`config.mk`:
```
export PLATFORM = sky130hd
export DESIGN_NAME = sram_bit_ctrl
export DESIGN_NICKNAME = d
export VERILOG_FILES = /design/src/rtl/sram_timing_pkg.sv /design/src/rtl/sram_bit_ctrl.sv
export SDC_FILE = /design/constraint.sdc
export NUM_CORES = 1
export LEC_CHECK = 0
export ABC_AREA = 1
export BUFFER_PORTS_ARGS = -buffer_cell sky130_fd_sc_hd__buf_2
export CAP_MARGIN = 15
export CORE_UTILIZATION = 48
export DETAILED_ROUTE_END_ITERATION = 16
export HOLD_SLACK_MARGIN = 0.05
export PLACE_DENSITY = 0.77
export SKIP_CTS_REPAIR_TIMING = 1
export SYNTH_ARGS = -nofsm -noshare
export SYNTH_HDL_FRONTEND = slang
export SYNTH_SLANG_ARGS = --single-unit
```
`constraint.sdc`:
```
create_clock -name sys_clk -period 1.4 [get_ports sys_clk]
set_input_delay 0.07 -clock sys_clk [delete_from_list [all_inputs] [get_ports sys_clk]]
set_output_delay 0.07 -clock sys_clk [all_outputs]
set_load 0.05 [all_outputs]
```
`src/rtl/sram_timing_pkg.sv`:
```
// Package for the single-bit static memory controller.
// Assumes a 100 MHz system clock; times are in nanoseconds.
package sram_timing_pkg;

    // ========================================================
    // Geometry
    localparam int ADDR_W = 16;

    // ========================================================
    // Clock and fastest-grade times, ns
    localparam int CLK_PERIOD_NS            = 10;
    localparam int READ_CYCLE_MIN_NS        = 25;
    localparam int ADDRESS_TO_DATA_MAX_NS   = 25;
    localparam int SELECT_TO_DATA_MAX_NS    = 25;
    localparam int DESELECT_TO_FLOAT_MAX_NS = 20;
    localparam int WRITE_CYCLE_MIN_NS       = 25;
    localparam int SELECT_TO_WRITE_END_NS   = 20;
    localparam int ADDRESS_TO_WRITE_END_NS  = 20;
    localparam int WRITE_PULSE_MIN_NS       = 20;
    localparam int DATA_TO_WRITE_END_NS     = 15;
    localparam int DATA_HOLD_MIN_NS         = 5;

    // Least times round up to whole cycles
    function automatic int cyc_up(input int ns);
        int c;
        c = (ns + CLK_PERIOD_NS - 1) / CLK_PERIOD_NS;
        return (c < 1) ? 1 : c;
    endfunction : cyc_up

    localparam int READ_CYC  = cyc_up(READ_CYCLE_MIN_NS);
    localparam int ACC_CYC   = cyc_up(ADDRESS_TO_DATA_MAX_NS);
    localparam int WP_CYC    = cyc_up(WRITE_PULSE_MIN_NS);
    localparam int WC_CYC    = cyc_up(WRITE_CYCLE_MIN_NS);
    localparam int FLOAT_CYC = cyc_up(DESELECT_TO_FLOAT_MAX_NS);
    localparam int CNT_W     = 4;

    typedef enum logic [2:0] {
        ST_IDLE  = 3'b000,
        ST_READ  = 3'b001,
        ST_WRITE = 3'b011,
        ST_HOLD  = 3'b010,
        ST_FLOAT = 3'b110
    } sram_state_t;

endpackage : sram_timing_pkg

```
`src/rtl/sram_bit_ctrl.sv`:
```
// Controller for a 64K x 1 asynchronous static memory.
// Assumes the memory pins are wired straight out; dout is synchronous.
//
// Overview of operation
// RL1 - sixteen address bits, separate data in/out
// RL2 - select high gives standby, output floats
// RL3 - select low, write high reads
// RL4 - select low, write low stores data
// RL5 - address changes only while strobes high
// RL6 - joint strobe rise keeps output floating
// RL7 - address valid by select falling edge
// RL8 - cycles measured address to address
// RL9 - read cycle at least 25 ns
// RL10 - data valid 25 ns after address
// RL11 - data valid 25 ns after select
// RL12 - old data held 5 ns
// RL13 - output drives 5 ns after select
// RL14 - output floats 20 ns after deselect
// RL15 - write cycle at least 25 ns
// RL16 - select low 20 ns before write end
// RL17 - address valid 20 ns before write end
// RL18 - zero address setup and recovery
// RL19 - write pulse at least 20 ns
// RL20 - data stable 15 ns before end
// RL21 - data held 5 ns after end
// RL22 - output floats 20 ns after write
// RL23 - output may drive after write ends
// RL24 - one speed grade fixed at build
`timescale 1ns/100ps
module sram_bit_ctrl
    import sram_timing_pkg::*;
(
    // Clock and reset
    input  wire logic                               sys_clk,
    input  wire logic                               rstn,
    // Request side
    input  wire logic                               req_valid,
    output logic                                    req_ready,
    input  wire logic                               req_write,
    input  wire logic [sram_timing_pkg::ADDR_W-1:0] req_addr,
    input  wire logic                               req_wdata,
    output logic                                    rsp_valid,
    output logic                                    rsp_rdata,
    // Memory pins
    output logic [sram_timing_pkg::ADDR_W-1:0]      word_address,
    output logic                                    select_n,
    output logic                                    write_en_n,
    output logic                                    data_to_mem,
    input  wire logic                               data_from_mem
);
    import sram_timing_pkg::*;

    sram_state_t            state_ff;
    logic [CNT_W-1:0]       cnt_ff;

    // Counter is on the final cycle of an n-cycle phase
    function automatic logic at_last(input logic [CNT_W-1:0] cnt,
                                     input int               n);
        return cnt == CNT_W'(n - 1);
    endfunction : at_last

    // ========================================================
    // Sequencer
    assign req_ready = (state_ff == ST_IDLE);

    // RL24 single grade constants
    always_ff @(posedge sys_clk) begin
        if (!rstn) begin
            state_ff <= ST_IDLE;
            cnt_ff   <= '0;
        end else begin
            case (state_ff)
                ST_IDLE: begin
                    cnt_ff <= '0;
                    if (req_valid)
                        state_ff <= req_write ? ST_WRITE : ST_READ;
                end
                // RL9 read cycle length
                ST_READ: begin
                    cnt_ff <= cnt_ff + CNT_W'(1);
                    if (at_last(cnt_ff, READ_CYC)) begin
                        state_ff <= ST_FLOAT;
                        cnt_ff   <= '0;
                    end
                end
                // RL16 select spans pulse
                // RL17 address before end
                // RL20 data before end
                // RL19 write pulse width
                ST_WRITE: begin
                    cnt_ff <= cnt_ff + CNT_W'(1);
                    if (at_last(cnt_ff, WP_CYC)) begin
                        state_ff <= ST_HOLD;
                        cnt_ff   <= '0;
                    end
                end
                // RL15 write cycle length
                // RL21 data and address hold
                ST_HOLD: state_ff <= ST_IDLE;
                // RL14 wait for output float
                ST_FLOAT: begin
                    cnt_ff <= cnt_ff + CNT_W'(1);
                    if (at_last(cnt_ff, FLOAT_CYC))
                        state_ff <= ST_IDLE;
                end
                default: state_ff <= ST_IDLE;
            endcase
        end
    end

    // ========================================================
    // Pins, all from flip-flops
    // RL1 full word address
    // RL8 address held whole cycle
    // RL5 address moves only while idle
    always_ff @(posedge sys_clk) begin
        if (!rstn) begin
            word_address <= '0;
            data_to_mem  <= 1'b0;
        end else if (state_ff == ST_IDLE && req_valid) begin
            // RL7 address and select together
            word_address <= req_addr;
            data_to_mem  <= req_wdata;
        end
    end

    // RL2 select high outside a cycle
    always_ff @(posedge sys_clk) begin
        if (!rstn) begin
            select_n   <= 1'b1;
            write_en_n <= 1'b1;
        end else begin
            // RL18 strobes start with address
            select_n   <= !(state_ff == ST_IDLE && req_valid) &&
                          !(state_ff == ST_READ &&
                            !at_last(cnt_ff, READ_CYC)) &&
                          !(state_ff == ST_WRITE &&
                            !at_last(cnt_ff, WP_CYC));
            // RL4 write strobe low for store
            write_en_n <= !((state_ff == ST_IDLE && req_valid &&
                             req_write) ||
                            (state_ff == ST_WRITE &&
                             !at_last(cnt_ff, WP_CYC)));
        end
    end

    // ========================================================
    // Read capture at end of access
    // RL3 sample while reading
    always_ff @(posedge sys_clk) begin
        if (!rstn) begin
            rsp_valid <= 1'b0;
            rsp_rdata <= 1'b0;
        end else begin
            rsp_valid <= 1'b0;
            // RL10 sample after access time
            if (state_ff == ST_READ && at_last(cnt_ff, ACC_CYC)) begin
                rsp_valid <= 1'b1;
                rsp_rdata <= data_from_mem;
            end
        end
    end
endmodule : sram_bit_ctrl

```
==> results of run 1 <==
worst max-delay path, cell delays in order (launching register included):
cell and delay (ns):
dfxtp_4 0.40, nor2_4 0.14, nand2_4 0.07, clkinv_4 0.07
buf_8 0.13, buf_8 0.15
power by group through the flow:
stage / Combinational [mW] / Clock, mW / Sequential, mW
finish: 1.55 / 0.389 / 1.05
detailed placement: 1.23 / 0 / 1.04
global placement: 1.21 / 0 / 1.03
CTS: 1.23 / 0.400 / 1.02
floorplan: 0.676 / 0 / 1.36
global route: 1.67 / 0.437 / 1.06
synthesized netlist by cell type, types with 2 or more instances:
cell type	instances
inv_1	12
nor2_1	12
ha_1	3
nor2_2	5
dfxtp_1	28
inv_2	2
clkbuf_1	2
nand3_1	27
nand2_1	37
nand4_1	3
nand2_2	5
a21oi_1	19
o21ai_0	3
worst max-delay path by stage:
stage	cells after the start	slack, ns	to
after global routing	9	-0.03	state_ff[1]$_SDFFE_PN0P_
after CTS	5	-0.21	req_ready
final	5	0.06	req_ready
after global placement	6	0.13	write_en_n$_SDFF_PN1_
after floorplan	9	0.21	state_ff[1]$_SDFFE_PN0P_
after detailed placement	8	0.07	state_ff[1]$_SDFFE_PN0P_
routing by layer:
metal  track usage  vias to the layer above  routed length [um]
met5             0                        -                   0
met4        0.0658                        0                  40
met2         0.342                       45                1790
met3        0.0345                        6                 121
li1              -                      678                   -
met1         0.261                      637                1380
final cells by class:
| cell class | instances | area [um2] |
|---|---|---|
| Clock buffer | 4 | 36.3 |
| Fill cell | 189 | 673 |
| Inverter | 15 | 61.3 |
| Multi-Input combinational cell | 118 | 617 |
| Sequential cell | 28 | 569 |
| Tap cell | 30 | 37.5 |
| Timing Repair Buffer | 70 | 483 |
placed cells by master (no fill, tap or decap), types with 2 or more instances in the layout:
| cell | count |
|---|---|
| dlygate4sd3_1 | 19 |
| o21ai_0 | 3 |
| dfxtp_2 | 4 |
| inv_2 | 2 |
| buf_8 | 2 |
| nor2_1 | 12 |
| nand2_1 | 36 |
| a21oi_1 | 19 |
| inv_1 | 12 |
| dfxtp_1 | 23 |
| nand2_2 | 5 |
| buf_2 | 42 |
| nand3_2 | 2 |
| nand3_1 | 25 |
| nor2_2 | 4 |
| clkbuf_4 | 3 |
| ha_1 | 2 |
| buf_4 | 7 |
| nand4_1 | 3 |
logic make-up (layout without fill, tap and decap cells):
kind of cell,after synthesis,after routing,synth area share
buf+inv,21,89,0.0833
simple gates,91,91,0.336
xor+xnor,1,1,0.00702
flops,28,28,0.449
compound gates,23,23,0.0943
fa+ha+maj,3,3,0.0301
per-stage QoR:
step	total power [mW]	utilization	hold WS, ns	TNS (ns)
2_1_floorplan	2.04	-	0.139	0
3_3_place_gp	2.24	0.596	0.305	0
3_5_place_dp	2.26	0.596	0.315	0
4_1_cts	2.65	0.611	-0.0330	-0.207
5_1_grt	3.17	0.728	0.0651	-0.0347
6_report	2.99	0.728	0.0711	0
sequential cells by signal, indices dropped and copies added (netlist names):
signal / count
write_en_n: 1
rsp_rdata: 1
word_address: 16
state_ff: 3
rsp_valid: 1
data_to_mem: 1
cnt_ff: 4
select_n: 1
==> results.ini, run 1 <==
[status]
status=finished clean

[synthesis]
async_flop_share=0
synth-edff-count=0
synth.top_cell.area_share=0.449
synth_nets=192
synthTopCellsByArea=dfxtp_1 (45%), nand2_1 (11%), nand3_1 (11%), a21oi_1 (7.6%), inv_1 (3.6%)
synth.largest_area_cell=dfxtp_1
synth_area_um2=1250
ys_warn_count=0
synth_cell_types=22
ys.flop_type=dfxtp_1
syn_area_per_cell_um2=7.47
ys_seq_elements=28
synthesis.instances=167
seq_area_frac_synth=0.449

[power]
p_sw_frac=0.446
powerDensity_nw_per_um2=1660
internal-power_mw=1.66
switchingPower_mw=1.33
p_leak_nw=0.859
combPwrFrac=0.520
ir_worst_vdd_mv=1.50
sequentialPowerShare=0.350
clkPwrFrac=0.130

[floorplan]
initial_core_util=0.504
dieArea_um2=2810
fp-row-count=18
fp.dieH_um=53.0
die_w_um=53.0
core_area_um2=2480
ios=44

[grt]
antenna_found_initial=0
first_global_vias=1018
grt_first_pass_wirelength_mm=4.22
grt_overflow_total=0
grt_max_degree=20
track_usage=0.203

[final_layout]
syn_to_final_growth_pct=44.6
drive_above_1_share=0.332
stdcell_count=265
nets=261
final_cell_area_um2=1800
n_antenna_cell=0

[clock_network]
cts.sinks=28
cts_tree=yes
cts_root_buf=clkbuf_4
clk_latency_ns=0.32
clockBufferDepth=2
clkTransAtPathRegs_ns=0.14
htreeDepth=1
cts-buffers-inserted=3

[worst_hold_path]
min_from=req_write
hold_class=in2reg
min_to=write_en_n$_SDFF_PN1_
worstHoldPathCells=4

[timing]
timing.final.ws_setup_ns=0.0619
slew_headroom=0.737
setup_viol=0
fmax_mhz=747
hold_violations=0
finalCriticalPeriod_ns=1.34
fin_worst_skew_ns=0.00360
finalCritPeriodShare=0.956
tightest_slew_ns=0.394
finalMaxSlewViolations=0

[route]
drt_first_pass_iters=4
wirelength_mm=3.34
vias=1366
routedWlPerCell_um=12.6
routed_via_density=5.15
drc=0
ant_nets=0
drtIter0Drc=39

[placed_design]
hpwl_mm=2.01
place_ws_ns=0.0726
place_inst=237
io_buffers=43
place_congestion=0.835
placed_cell_area_um2=1480

[worst_setup_path]
arrival_ns=1.27
worstPathMaxFanout=11
r2r_cells=9
r2r-start=cnt_ff[1]$_SDFFE_PN0P_
critPathCaptureType=output pin
start_kind=flop
timing.rr.end=state_ff[1]$_SDFFE_PN0P_
critPathRequiredTime_ns=1.33
crit_path_start=state_ff[0]$_SDFFE_PN0P_
r2r_setup_slack_ns=0.10
critical_path_class=reg2out

[flow_run]
maxCapViolCount=0

(Power assumes the default switching activity.)
==> inputs of run 2 (changes only) <==
--- a/config.mk
+++ b/config.mk
@@ -8,10 +8,10 @@
 export ABC_AREA = 1
 export BUFFER_PORTS_ARGS = -buffer_cell sky130_fd_sc_hd__buf_2
 export CAP_MARGIN = 15
-export CORE_UTILIZATION = 48
+export CORE_UTILIZATION = 52
 export DETAILED_ROUTE_END_ITERATION = 16
 export HOLD_SLACK_MARGIN = 0.05
-export PLACE_DENSITY = 0.77
+export PLACE_DENSITY = 0.83
 export SKIP_CTS_REPAIR_TIMING = 1
 export SYNTH_ARGS = -nofsm -noshare
 export SYNTH_HDL_FRONTEND = slang
==> constraint.sdc (replaced) <==
create_clock -name sys_clk -period 1.6 [get_ports sys_clk]
set_input_delay 0.08 -clock sys_clk [delete_from_list [all_inputs] [get_ports sys_clk]]
set_output_delay 0.08 -clock sys_clk [all_outputs]
set_load 0.05 [all_outputs]
==> run 2 against run 1 <==
Hold slack worse by 0.0071 ns. Combinational power is 28% lower. Setup slack better by 0.071 ns. Via count is 2.8% lower. Clock power is 20% higher. Largest cell class unchanged. Highest routed layer unchanged.
==> results.ini, run 2 (synthesized netlist as in run 1, its figures left out) <==
[timing]
tightest_slew_ns=0.662  ; was 0.394 ns
slew_headroom=0.558  ; was 0.737
finalCritPeriodShare=0.917
setup_tns_ns=0  ; unchanged
fmax_mhz=681
setup_viol=0  ; unchanged
rsz0062_at_grt=false
finalMaxSlewViolations=0  ; unchanged
hold_violations=0  ; unchanged
whs_ns=0.0640  ; was 0.0711 ns
finalCriticalPeriod_ns=1.47
fin_worst_skew_ns=0.000961  ; was 0.00360 ns

[floorplan]
initial_core_util=0.559  ; was 0.504
fp-row-count=17  ; was 18
die_w_um=51.0  ; was 53.0 um
core_area_um2=2230  ; was 2480 um2
ios=44  ; unchanged
fp.dieH_um=51.0  ; was 53.0 um
dieArea_um2=2600  ; was 2810 um2

[clock_network]
cts_root_buf=clkbuf_4  ; unchanged
htreeDepth=1  ; unchanged
cts_tree=yes  ; unchanged
cts-buffers-inserted=3  ; unchanged
cts.sinks=28  ; unchanged
clkTransAtPathRegs_ns=0.15  ; was 0.14 ns
clk_latency_ns=0.33  ; was 0.32 ns
clockBufferDepth=2  ; unchanged

[placed_design]
place_inst=232  ; was 237
hpwl_mm=1.96  ; was 2.01 mm
io_buffers=43  ; unchanged
place_congestion=0.921  ; was 0.835

[worst_setup_path]
critPathCaptureType=output pin  ; unchanged
r2r_setup_slack_ns=0.16  ; was 0.10 ns
critical_path_class=reg2out  ; unchanged
critPathRequiredTime_ns=1.52  ; was 1.33 ns
arrival_ns=1.39  ; was 1.27 ns
timing.rr.end=state_ff[1]$_SDFFE_PN0P_  ; unchanged
worstPathMaxFanout=19  ; was 11
r2r-start=cnt_ff[1]$_SDFFE_PN0P_  ; unchanged
r2r_cells=9  ; unchanged
start_kind=flop  ; unchanged

[route]
drtIter0Drc=34  ; was 39
drt_first_pass_iters=4  ; unchanged
routed_via_density=5.21  ; was 5.15
routedWlPerCell_um=13.0  ; was 12.6 um
vias=1328  ; was 1,366
wirelength_mm=3.31  ; was 3.34 mm
drc=0  ; unchanged
ant_nets=0  ; unchanged

[flow_run]
maxCapViolCount=0  ; unchanged

[worst_hold_path]
min_to=write_en_n$_SDFF_PN1_  ; unchanged
worstHoldPathCells=4  ; unchanged
hold_class=in2reg  ; unchanged
min_from=req_write  ; unchanged

[final_layout]
n_antenna_cell=0  ; unchanged
syn_to_final_growth_pct=36.1  ; was 44.6%
biggestRegsByFlops=word_address x16, cnt_ff x4, state_ff x3  ; unchanged
layout_common_cells=buf_2 (42), nand2_1 (37), dfxtp_1 (28), nand3_1 (27)  ; was buf_2 (42), nand2_1 (36), nand3_1 (25), dfxtp_1 (23)
final_common_cell=buf_2  ; unchanged
drive_above_1_share=0.269  ; was 0.332
regMostFlops=word_address  ; unchanged
stdcell_count=255  ; was 265
nets=253  ; was 261
largest_reg_flops=16  ; unchanged

[grt]
first_global_vias=1089  ; was 1,018
grt_first_pass_wirelength_mm=4.62  ; was 4.22 mm
track_usage=0.234  ; was 0.203
antenna_found_initial=0  ; unchanged
grt_max_degree=23  ; was 20
grt_overflow_total=0  ; unchanged

[power]
power_mw=2.48  ; was 2.99 mW
ir_worst_vdd_mv=1.11  ; was 1.50 mV
powerDensity_nw_per_um2=1460  ; was 1660 nW/um2
p_leak_nw=0.819  ; was 0.859 nW

[status]
status=finished clean  ; unchanged

-- run 2: cell type report --
class,count,area [um2]
repair buffers,62,408
multi-input cells,118,583
inverters,15,58.8
flip-flops and latches,28,561
clock inverters,1,30.0
clock buffers,3,22.5
fillers,158,536
well taps,28,35.0
-- run 2: worst max-delay path, cell delays in order, from the launching register on --
cell	delay [ns]
dfxtp_1	0.38
nor2_2	0.15
nand2_2	0.11
inv_4	0.18
buf_4	0.24
-- run 2: metrics by stage --
step | worst slack [ns] | utilization | cell area (um2)
2_1_floorplan | 0.410 | - | 1250
3_3_place_gp | 0.277 | 0.650 | 1450
3_5_place_dp | 0.271 | 0.650 | 1450
4_1_cts | 0.0672 | 0.674 | 1510
5_1_grt | 0.0249 | 0.760 | 1700
6_report | 0.133 | 0.760 | 1700
-- run 2: worst max path at each step --
| stage | start | to | slack, ns | cells after the start |
|---|---|---|---|---|
| 2_1_floorplan | cnt_ff[1]$_SDFFE_PN0P_ | state_ff[1]$_SDFFE_PN0P_ | 0.41 | 9 |
| 3_5_place_dp | state_ff[0]$_SDFFE_PN0P_ | write_en_n$_SDFF_PN1_ | 0.27 | 6 |
| 3_3_place_gp | state_ff[0]$_SDFFE_PN0P_ | write_en_n$_SDFF_PN1_ | 0.28 | 6 |
| 4_1_cts | state_ff[0]$_SDFFE_PN0P_ | req_ready | 0.07 | 4 |
| 6_report | state_ff[0]$_SDFFE_PN0P_ | req_ready | 0.13 | 4 |
| 5_1_grt | state_ff[0]$_SDFFE_PN0P_ | req_ready | 0.02 | 4 |
-- run 2: where the power goes --
part	internal, mW	total (mW)	switching [mW]
sequential	0.812	0.894	0.0818
clock	0.253	0.466	0.212
combinational	0.304	1.12	0.820
total	1.37	2.48	1.11
-- run 2: metal layers --
metal	routed length, um	track usage	share of wire	vias to the layer above
li1	-	-	-	663
met1	1380	0.277	0.42	601
met2	1760	0.410	0.53	59
met3	140	0.0387	0.042	5
met4	30	0.102	0.0091	0
met5	0	0	0	-
